**config.mk**
```make
export PLATFORM = sky130hd
export DESIGN_NAME = adc_fmt_top
export DESIGN_NICKNAME = d
export VERILOG_FILES = /design/src/hw/adc_fmt_pkg.sv /design/src/hw/adc_fmt_fifo.sv /design/src/hw/adc_fmt_top.sv
export SDC_FILE = /design/constraint.sdc
export NUM_CORES = 1
export LEC_CHECK = 0
export BUFFER_PORTS_ARGS = -buffer_cell sky130_fd_sc_hd__buf_2
export CAP_MARGIN = 10
export CELL_PAD_IN_SITES_DETAIL_PLACEMENT = 1
export CELL_PAD_IN_SITES_GLOBAL_PLACEMENT = 2
export CORE_ASPECT_RATIO = 0.75
export CORE_UTILIZATION = 40
export CTS_BUF_LIST = sky130_fd_sc_hd__clkbuf_2
export DETAILED_ROUTE_END_ITERATION = 8
export PLACE_DENSITY = 0.81
export SLEW_MARGIN = 20
export SYNTH_ARGS = -nofsm -noshare
export SYNTH_HDL_FRONTEND = slang
export SYNTH_HIERARCHICAL = 1
export SYNTH_SLANG_ARGS = --single-unit
```
**constraint.sdc**
```tcl
create_clock -name i_ref_clk -period 3.1 [get_ports i_ref_clk]
set_clock_uncertainty 0.05 [all_clocks]
set_input_delay 0.31 -clock i_ref_clk [delete_from_list [all_inputs] [get_ports i_ref_clk]]
set_output_delay 0.31 -clock i_ref_clk [all_outputs]
set_load 0.005 [all_outputs]
```
**src/hw/adc_fmt_pkg.sv**
```systemverilog
// constants for the converter output formatter
// assumes a single 100 MHz reference clock domain
package adc_fmt_pkg;
    // ********************************
    // clock and widths
    // ********************************
    localparam int          REF_CLK_MHZ  = 100;
    localparam int          REF_PER_PS   = 1000000 / REF_CLK_MHZ;
    localparam int          WORD_W       = 10;
    localparam int          NUM_STAGES   = 9;
    localparam int          STAGE_W      = 2;
    localparam int          SUM_W        = 12;
    // ********************************
    // pipeline and coding
    // ********************************
    localparam int          LATENCY      = 9;
    localparam int          FIFO_DEPTH   = 8;
    localparam int          TICK_CNT_W   = 4;
    localparam logic [11:0] CORR_OFFSET  = 12'h00ff;
    localparam logic [9:0]  CODE_POS_FS  = 10'h03ff;
    localparam logic [9:0]  CODE_NEG_FS  = 10'h0000;
    localparam logic [9:0]  WORD_RST     = 10'h0000;
    localparam logic        FMT_TWOS     = 1'b0;
    localparam logic        HALVE_ON     = 1'b0;
endpackage

```
**src/hw/adc_fmt_fifo.sv**
```systemverilog
// small word buffer with valid and ready on both sides
// assumes one clock and an asynchronous active-low reset
`timescale 1ns/1ps
module adc_fmt_fifo #(
    parameter int W     = 11,
    parameter int DEPTH = 8
) (
    input  wire logic         i_ref_clk,
    input  wire logic         i_arst_n,
    input  wire logic         i_in_valid,
    output logic              o_in_ready,
    input  wire logic [W-1:0] i_in_data,
    output logic              o_out_valid,
    input  wire logic         i_out_ready,
    output logic [W-1:0]      o_out_data
);
    localparam int AW = $clog2(DEPTH);
    localparam int CW = $clog2(DEPTH + 1);
    localparam logic [CW-1:0] FULL_CNT = CW'(DEPTH);
    localparam logic [AW-1:0] LAST_PTR = AW'(DEPTH - 1);

    logic [W-1:0]  mem_r [0:DEPTH-1];
    logic [AW-1:0] wr_ptr_r;
    logic [AW-1:0] rd_ptr_r;
    logic [CW-1:0] cnt_r;
    logic          out_valid_r;
    logic [W-1:0]  out_data_r;

    wire do_wr   = i_in_valid && o_in_ready;
    wire load_out = (cnt_r != '0) && (!out_valid_r || i_out_ready);

    assign o_in_ready  = (cnt_r != FULL_CNT);
    assign o_out_valid = out_valid_r;
    assign o_out_data  = out_data_r;

    function automatic logic [AW-1:0] ptr_inc(input logic [AW-1:0] p);
        return (p == LAST_PTR) ? '0 : p + 1'b1;
    endfunction

    always_ff @(posedge i_ref_clk) begin
        if (do_wr) begin
            mem_r[wr_ptr_r] <= i_in_data;
        end
    end

    always_ff @(posedge i_ref_clk or negedge i_arst_n) begin
        if (!i_arst_n) begin
            wr_ptr_r    <= '0;
            rd_ptr_r    <= '0;
            cnt_r       <= '0;
            out_valid_r <= 1'b0;
            out_data_r  <= '0;
        end else begin
            if (do_wr) begin
                wr_ptr_r <= ptr_inc(wr_ptr_r);
            end
            if (load_out) begin
                rd_ptr_r   <= ptr_inc(rd_ptr_r);
                out_data_r <= mem_r[rd_ptr_r];
            end
            if (load_out) begin
                out_valid_r <= 1'b1;
            end else if (i_out_ready) begin
                out_valid_r <= 1'b0;
            end
            cnt_r <= CW'(cnt_r + {{(CW-1){1'b0}}, do_wr} - {{(CW-1){1'b0}}, load_out});
        end
    end
endmodule

```
**src/hw/adc_fmt_top.sv**
```systemverilog
// digital output side of a 10-bit pipelined converter
// assumes stage codes settle before each sampling clock edge
`timescale 1ns/1ps
module adc_fmt_top #(
    parameter int WORD_W     = adc_fmt_pkg::WORD_W,
    parameter int NUM_STAGES = adc_fmt_pkg::NUM_STAGES,
    parameter int LATENCY    = adc_fmt_pkg::LATENCY,
    parameter int FIFO_DEPTH = adc_fmt_pkg::FIFO_DEPTH
) (
    input  wire logic                               i_ref_clk,
    input  wire logic                               i_arst_n,
    input  wire logic                               i_sample_clock_true,
    input  wire logic                               i_sample_clock_comp,
    input  wire logic [NUM_STAGES*adc_fmt_pkg::STAGE_W-1:0] i_stage_code,
    input  wire logic                               i_format_sel,
    input  wire logic                               i_clock_halve_ctrl,
    input  wire logic                               i_rx_ready,
    output logic [WORD_W-1:0]                       o_sample_word_true,
    output logic [WORD_W-1:0]                       o_sample_word_comp,
    output logic                                    o_fwd_clock_true,
    output logic                                    o_fwd_clock_comp,
    output logic                                    o_range_flag_true,
    output logic                                    o_range_flag_comp,
    output logic                                    o_buf_ready,
    output logic                                    o_word_lost
);
    localparam int SC_W = NUM_STAGES * adc_fmt_pkg::STAGE_W;
    localparam int SW   = adc_fmt_pkg::SUM_W;
    localparam int TW   = adc_fmt_pkg::TICK_CNT_W;
    localparam logic [TW-1:0] LAT_CNT = TW'(LATENCY);

    // ********************************
    // pin synchronisers
    // ********************************
    logic [3:0]      pin_meta_r;
    logic [3:0]      pin_sync_r;
    logic [SC_W-1:0] code_meta_r;
    logic [SC_W-1:0] code_sync_r;
    logic            clk_true_d_r;

    always_ff @(posedge i_ref_clk or negedge i_arst_n) begin
        if (!i_arst_n) begin
            pin_meta_r   <= 4'h0;
            pin_sync_r   <= 4'h0;
            code_meta_r  <= '0;
            code_sync_r  <= '0;
            clk_true_d_r <= 1'b0;
        end else begin
            pin_meta_r   <= {i_sample_clock_true, i_sample_clock_comp,
                             i_format_sel, i_clock_halve_ctrl};
            pin_sync_r   <= pin_meta_r;
            code_meta_r  <= i_stage_code;
            code_sync_r  <= code_meta_r;
            clk_true_d_r <= pin_sync_r[3];
        end
    end

    wire clk_true_s = pin_sync_r[3];
    wire clk_comp_s = pin_sync_r[2];
    // open pins are pulled low outside; a low level here means twos complement
    wire fmt_bin_s  = pin_sync_r[1];
    wire full_rate  = pin_sync_r[0];

    // rising true leg while the complementary leg is low
    wire edge_pulse = clk_true_s && !clk_true_d_r && !clk_comp_s;

    // ********************************
    // clock halving
    // ********************************
    logic half_phase_r;
    wire  conv_tick = edge_pulse && (full_rate || half_phase_r);

    always_ff @(posedge i_ref_clk or negedge i_arst_n) begin
        if (!i_arst_n) begin
            half_phase_r <= 1'b1;
        end else if (edge_pulse) begin
            half_phase_r <= full_rate ? 1'b1 : !half_phase_r;
        end
    end

    // ********************************
    // digital correction
    // ********************************
    function automatic logic [SW-1:0] stage_sum(input logic [SC_W-1:0] c);
        logic [SW-1:0] acc;
        acc = '0;
        for (int k = 0; k < NUM_STAGES; k++) begin
            acc = SW'(acc + (SW'(c[SC_W-1-2*k -: 2]) << (NUM_STAGES - 1 - k)));
        end
        return acc;
    endfunction

    wire signed [SW-1:0] corr_val  = signed'(SW'(stage_sum(code_sync_r)
                                     - adc_fmt_pkg::CORR_OFFSET));
    wire signed [SW-1:0] pos_lim   = signed'(SW'(adc_fmt_pkg::CODE_POS_FS));
    wire                 over_pos  = corr_val > pos_lim;
    wire                 under_neg = corr_val < 0;
    wire                 corr_or   = over_pos || under_neg;
    wire [WORD_W-1:0]    corr_bin  = over_pos  ? adc_fmt_pkg::CODE_POS_FS :
                                     under_neg ? adc_fmt_pkg::CODE_NEG_FS :
                                     corr_val[WORD_W-1:0];

    // ********************************
    // latency line
    // ********************************
    logic [WORD_W:0] line_r [0:LATENCY-1];
    logic [TW-1:0]   tick_cnt_r;
    wire             line_full = (tick_cnt_r >= LAT_CNT);

    always_ff @(posedge i_ref_clk or negedge i_arst_n) begin
        if (!i_arst_n) begin
            for (int i = 0; i < LATENCY; i++) begin
                line_r[i] <= '0;
            end
            tick_cnt_r <= '0;
        end else if (conv_tick) begin
            line_r[0] <= {corr_or, corr_bin};
            for (int i = 1; i < LATENCY; i++) begin
                line_r[i] <= line_r[i-1];
            end
            if (!line_full) begin
                tick_cnt_r <= TW'(tick_cnt_r + 1'b1);
            end
        end
    end

    // ********************************
    // output buffer
    // ********************************
    wire              push     = conv_tick && line_full;
    wire              fifo_in_ready;
    wire              fifo_vld;
    wire [WORD_W:0]   fifo_dout;
    logic             upd_r;
    wire              present  = fifo_vld && i_rx_ready && !upd_r;

    adc_fmt_fifo #(
        .W     (WORD_W + 1),
        .DEPTH (FIFO_DEPTH)
    ) u_fifo (
        .i_ref_clk   (i_ref_clk),
        .i_arst_n    (i_arst_n),
        .i_in_valid  (push),
        .o_in_ready  (fifo_in_ready),
        .i_in_data   (line_r[LATENCY-1]),
        .o_out_valid (fifo_vld),
        .i_out_ready (present),
        .o_out_data  (fifo_dout)
    );

    // ********************************
    // output stage
    // ********************************
    wire [WORD_W-1:0] twos_word = {!fifo_dout[WORD_W-1], fifo_dout[WORD_W-2:0]};
    wire [WORD_W-1:0] word_nxt  = fmt_bin_s ? fifo_dout[WORD_W-1:0] : twos_word;

    logic [WORD_W-1:0] word_r;
    logic [WORD_W-1:0] word_comp_r;
    logic              or_r;
    logic              or_comp_r;
    logic              fwd_r;
    logic              fwd_comp_r;
    logic              lost_r;
    logic              buf_rdy_r;

    // the word changes with the forwarded clock low and is latched on its next rise
    always_ff @(posedge i_ref_clk or negedge i_arst_n) begin
        if (!i_arst_n) begin
            word_r      <= adc_fmt_pkg::WORD_RST;
            word_comp_r <= ~adc_fmt_pkg::WORD_RST;
            or_r        <= 1'b0;
            or_comp_r   <= 1'b1;
            upd_r       <= 1'b0;
            fwd_r       <= 1'b0;
            fwd_comp_r  <= 1'b1;
            lost_r      <= 1'b0;
            buf_rdy_r   <= 1'b1;
        end else begin
            if (present) begin
                word_r      <= word_nxt;
                word_comp_r <= ~word_nxt;
                or_r        <= fifo_dout[WORD_W];
                or_comp_r   <= !fifo_dout[WORD_W];
            end
            // rise one cycle after the word moved, so the receiver never races it
            upd_r      <= present;
            fwd_r      <= upd_r;
            fwd_comp_r <= !upd_r;
            lost_r     <= lost_r || (push && !fifo_in_ready);
            buf_rdy_r  <= fifo_in_ready;
        end
    end

    assign o_sample_word_true = word_r;
    assign o_sample_word_comp = word_comp_r;
    assign o_fwd_clock_true   = fwd_r;
    assign o_fwd_clock_comp   = fwd_comp_r;
    assign o_range_flag_true  = or_r;
    assign o_range_flag_comp  = or_comp_r;
    assign o_buf_ready        = buf_rdy_r;
    assign o_word_lost        = lost_r;

    // ********************************
    // checks
    // ********************************
    logic last_ticked_r;
    always_ff @(posedge i_ref_clk or negedge i_arst_n) begin
        if (!i_arst_n) begin
            // the first divided edge converts, so history starts as a skip
            last_ticked_r <= 1'b0;
        end else if (edge_pulse) begin
            last_ticked_r <= conv_tick;
        end
    end
endmodule

```
==> results_dict.tcl <==
set metrics [dict create \
    synth_nets 950 \
    setup_violations 0 \
    antenna_left 0 \
    min_path_type "in2reg" \
    grt_pass1_wl_mm 38.9 \
    wl_mm 23.1 \
    track_usage_pct 17.1 \
    port-buffer-count 50 \
    synth_top_area_cell "dfrtp_1" \
    crit_arrival_ns 3.38 \
    ys_async_sr_fraction_pct 69.2 \
    antenna_found_initial 1 \
    grt_pass1_vias 7604 \
    hold_viol 0 \
    vdd_drop_max_uv 260 \
    ios 51 \
    yosys_warnings 6 \
    min_period_ns 2.75 \
    min-delay-start "i_clock_halve_ctrl" \
    cpMostUsedCell "ha_1" \
    critPathMaxFanout 11 \
    cts_tree "yes" \
    min_path_cells 2 \
    worstSkewPairLatency_ns 0.85 \
    rows 52 \
    syn_area_um2 11200 \
    status "finished clean" \
    crit_type "reg2reg" \
    die_y_um 147 \
    drc 0 \
    ctsLongestPathBuffers 3 \
    drt_pass1_iterations 6 \
    tns_ns 0 \
    postCtsSetupBuffers 0 \
    max-slew-margin-rel_pct 42.9 \
    timing.rr.start "code_sync_r[1]" \
    critPathLaunchType "register" \
    netlist.area_leader.share_pct 41.2 \
    synth_flop_cell "dfrtp_1" \
    dp_hpwl_mm 13.6 \
    cts-root-buf "clkbuf_2" \
    path_cells "ha_1, ha_1, fa_1, a211oi_1, nor2_1, o22ai_1, nand3_1, o221a_2" \
    grt_max_degree 82 \
    synth-edff-count 88 \
    ff2ff_path_depth 8 \
    max_freq_mhz 364 \
    drt_iter0_markers 292 \
    power_density_nw_per_um2 767 \
    slowest_stage "fa_1" \
    syn_inst 891 \
    required_ns 3.73 \
    worstMarginPinSlew_ns 0.857 \
    clk_pin_slew_ns 0.09 \
    fp.dieW_um 195 \
    flow.area_growth_from_synthesis_pct 16.4 \
    leakagePower_nw 6.30 \
    dr_total_vias 7027 \
    grt_overflow_total 0 \
    core_area_um2 27200 \
    utilization_pct 47.8 \
    initial_core_util_pct 41.1 \
    rsz0062_at_grt "no" \
    ys_seq_elements 286 \
    clock_sinks 286 \
    rr_endpoint "line_r[92]" \
    nets 1102 \
    final_cell_mix "309 x nand2_1, 183 x dfrtp_1, 118 x clkbuf_2, 88 x edfxtp_1, 49 x buf_2" \
    die_area_um2 28600 \
    synth.yosys.seq_area_share_pct 68.2 \
    wl_per_cell_um 15.9 \
    end_kind "register" \
    ctsHtreeMaxLevel 3 \
    worst_path_largest_cell_delay_ns 0.43 \
    vias_per_cell 4.85 \
    gp_congestion 0.716 \
    final_common_cell "nand2_1" \
    drv_slew 0 \
    avgSynthCellArea_um2 12.5 \
    fin_crit_sh_pct 88.7 \
    rrSetupSlack_ns 0.35 \
    synth_cell_type_count 52 \
    cap_violations 0 \
    min_delay_worst_endpoint "pin_meta_r[0]" \
    synth.top_cells.by_area "dfrtp_1 41%, edfxtp_1 24%, nand2_1 10%" \
    cts_made_buffers 74 \
    layout-drive-gt1-share_pct 23.8 \
]
[state kept, by name, summed over array words and instances (netlist names), 10 cells and up]
name and cells:
o_sample_word_comp 10, u_fifo/mem_r 88, code_meta_r 18, u_fifo/o_out_data 11, code_sync_r 18, o_sample_word_true 10
line_r 99
[worst max-delay path, delay by kind of cell (launching register included)]
| kind | cells | cell delay [ns] |
|---|---|---|
| fa+ha+maj | 3 | 0.96 |
| compound gates | 3 | 0.74 |
| simple gates | 2 | 0.49 |
| flops | 1 | 0.38 |
[per-layer routing]
metal / wire [um] / share of wire [%] / vias to the layer above / global-route usage (%)
met5: 0 / 0 / - / 0
met4: 533 / 2.3 / 0 / 6.81
met3: 1070 / 4.7 / 47 / 4.36
met2: 10700 / 47 / 133 / 27.2
met1: 10700 / 46 / 3480 / 22.5
li1: - / - / 3367 / -
[logic make-up after synthesis]
logic type | after synthesis | share of synthesized area [%]
simple gates | 360 | 13.1
flops | 286 | 68.2
compound gates | 92 | 6.43
buf+inv | 58 | 2.56
mux | 50 | 4.96
fa+ha+maj | 34 | 3.94
xor+xnor | 11 | 0.862
[worst max path at each step]
stage / cells after the start / from / end / slack (ns)
finish: 8 / code_sync_r[1] / line_r[92] / 0.35
global route: 8 / code_sync_r[2] / line_r[96] / 0.15
CTS: 8 / code_sync_r[1] / line_r[96] / 0.34
detailed placement: 8 / code_sync_r[1] / line_r[91] / 0.38
global placement: 8 / code_sync_r[1] / line_r[96] / 0.45
floorplan: 6 / clk_true_d_r / u_fifo/mem_r[0][0] / 0.19
[Yosys cell counts, types with 2 or more instances]
cell,n
ha_1,32
dfrtp_1,184
buf_2,2
xnor2_1,7
a22o_1,11
o21ai_0,25
nand2_1,309
nor2b_1,5
dfstp_2,14
a21oi_1,4
inv_2,2
nand2b_1,6
mux2i_1,22
nor3b_2,2
o22ai_1,14
o221a_2,10
fa_1,2
mux2_4,5
clkbuf_1,29
a211oi_1,2
mux2_2,7
a21oi_2,2
xor2_1,4
edfxtp_1,88
a21o_1,5
buf_12,2
nor2_1,17
buf_6,3
inv_1,18
o21a_1,2
mux2_1,16
nor3_1,6
nand3_1,5
o31ai_2,11
[cell type report]
| type | instances | area (um2) |
|---|---|---|
| Timing Repair Buffer | 114 | 887 |
| Tap cell | 351 | 439 |
| Sequential cell | 286 | 7620 |
| Fill cell | 2940 | 14200 |
| Inverter | 20 | 75.1 |
| Clock buffer | 118 | 591 |
| Clock inverter | 13 | 101 |
| Antenna cell | 1 | 2.50 |
| Multi-Input combinational cell | 547 | 3300 |
[stage by stage]
stage / setup WS (ns) / area (um2) / instances / total power, W / hold slack (ns)
after floorplan: 0.187 / 11200 / 891 / 0.00670 / -0.0356
after global placement: 0.446 / 11900 / 1276 / 0.00728 / 0.278
after detailed placement: 0.385 / 11900 / 1276 / 0.00741 / 0.286
after CTS: 0.335 / 13000 / 1449 / 0.0102 / 0.00278
after global routing: 0.152 / 13000 / 1450 / 0.0107 / 0.0312
final: 0.350 / 13000 / 1450 / 0.00998 / 0.121
[timing repair]
item / CTS / global route
endpoints found under the hold margin: 231 / 0
hold buffers: 42 / 0
gates resized for setup: 0 / 0
[power breakdown]
part           total, W  switching, W  internal, W
logic           0.00215       0.00115      0.00100
registers       0.00518      0.000513      0.00467
clock network   0.00266       0.00150      0.00116
Note: power is estimated with default switching activity, not from simulation.
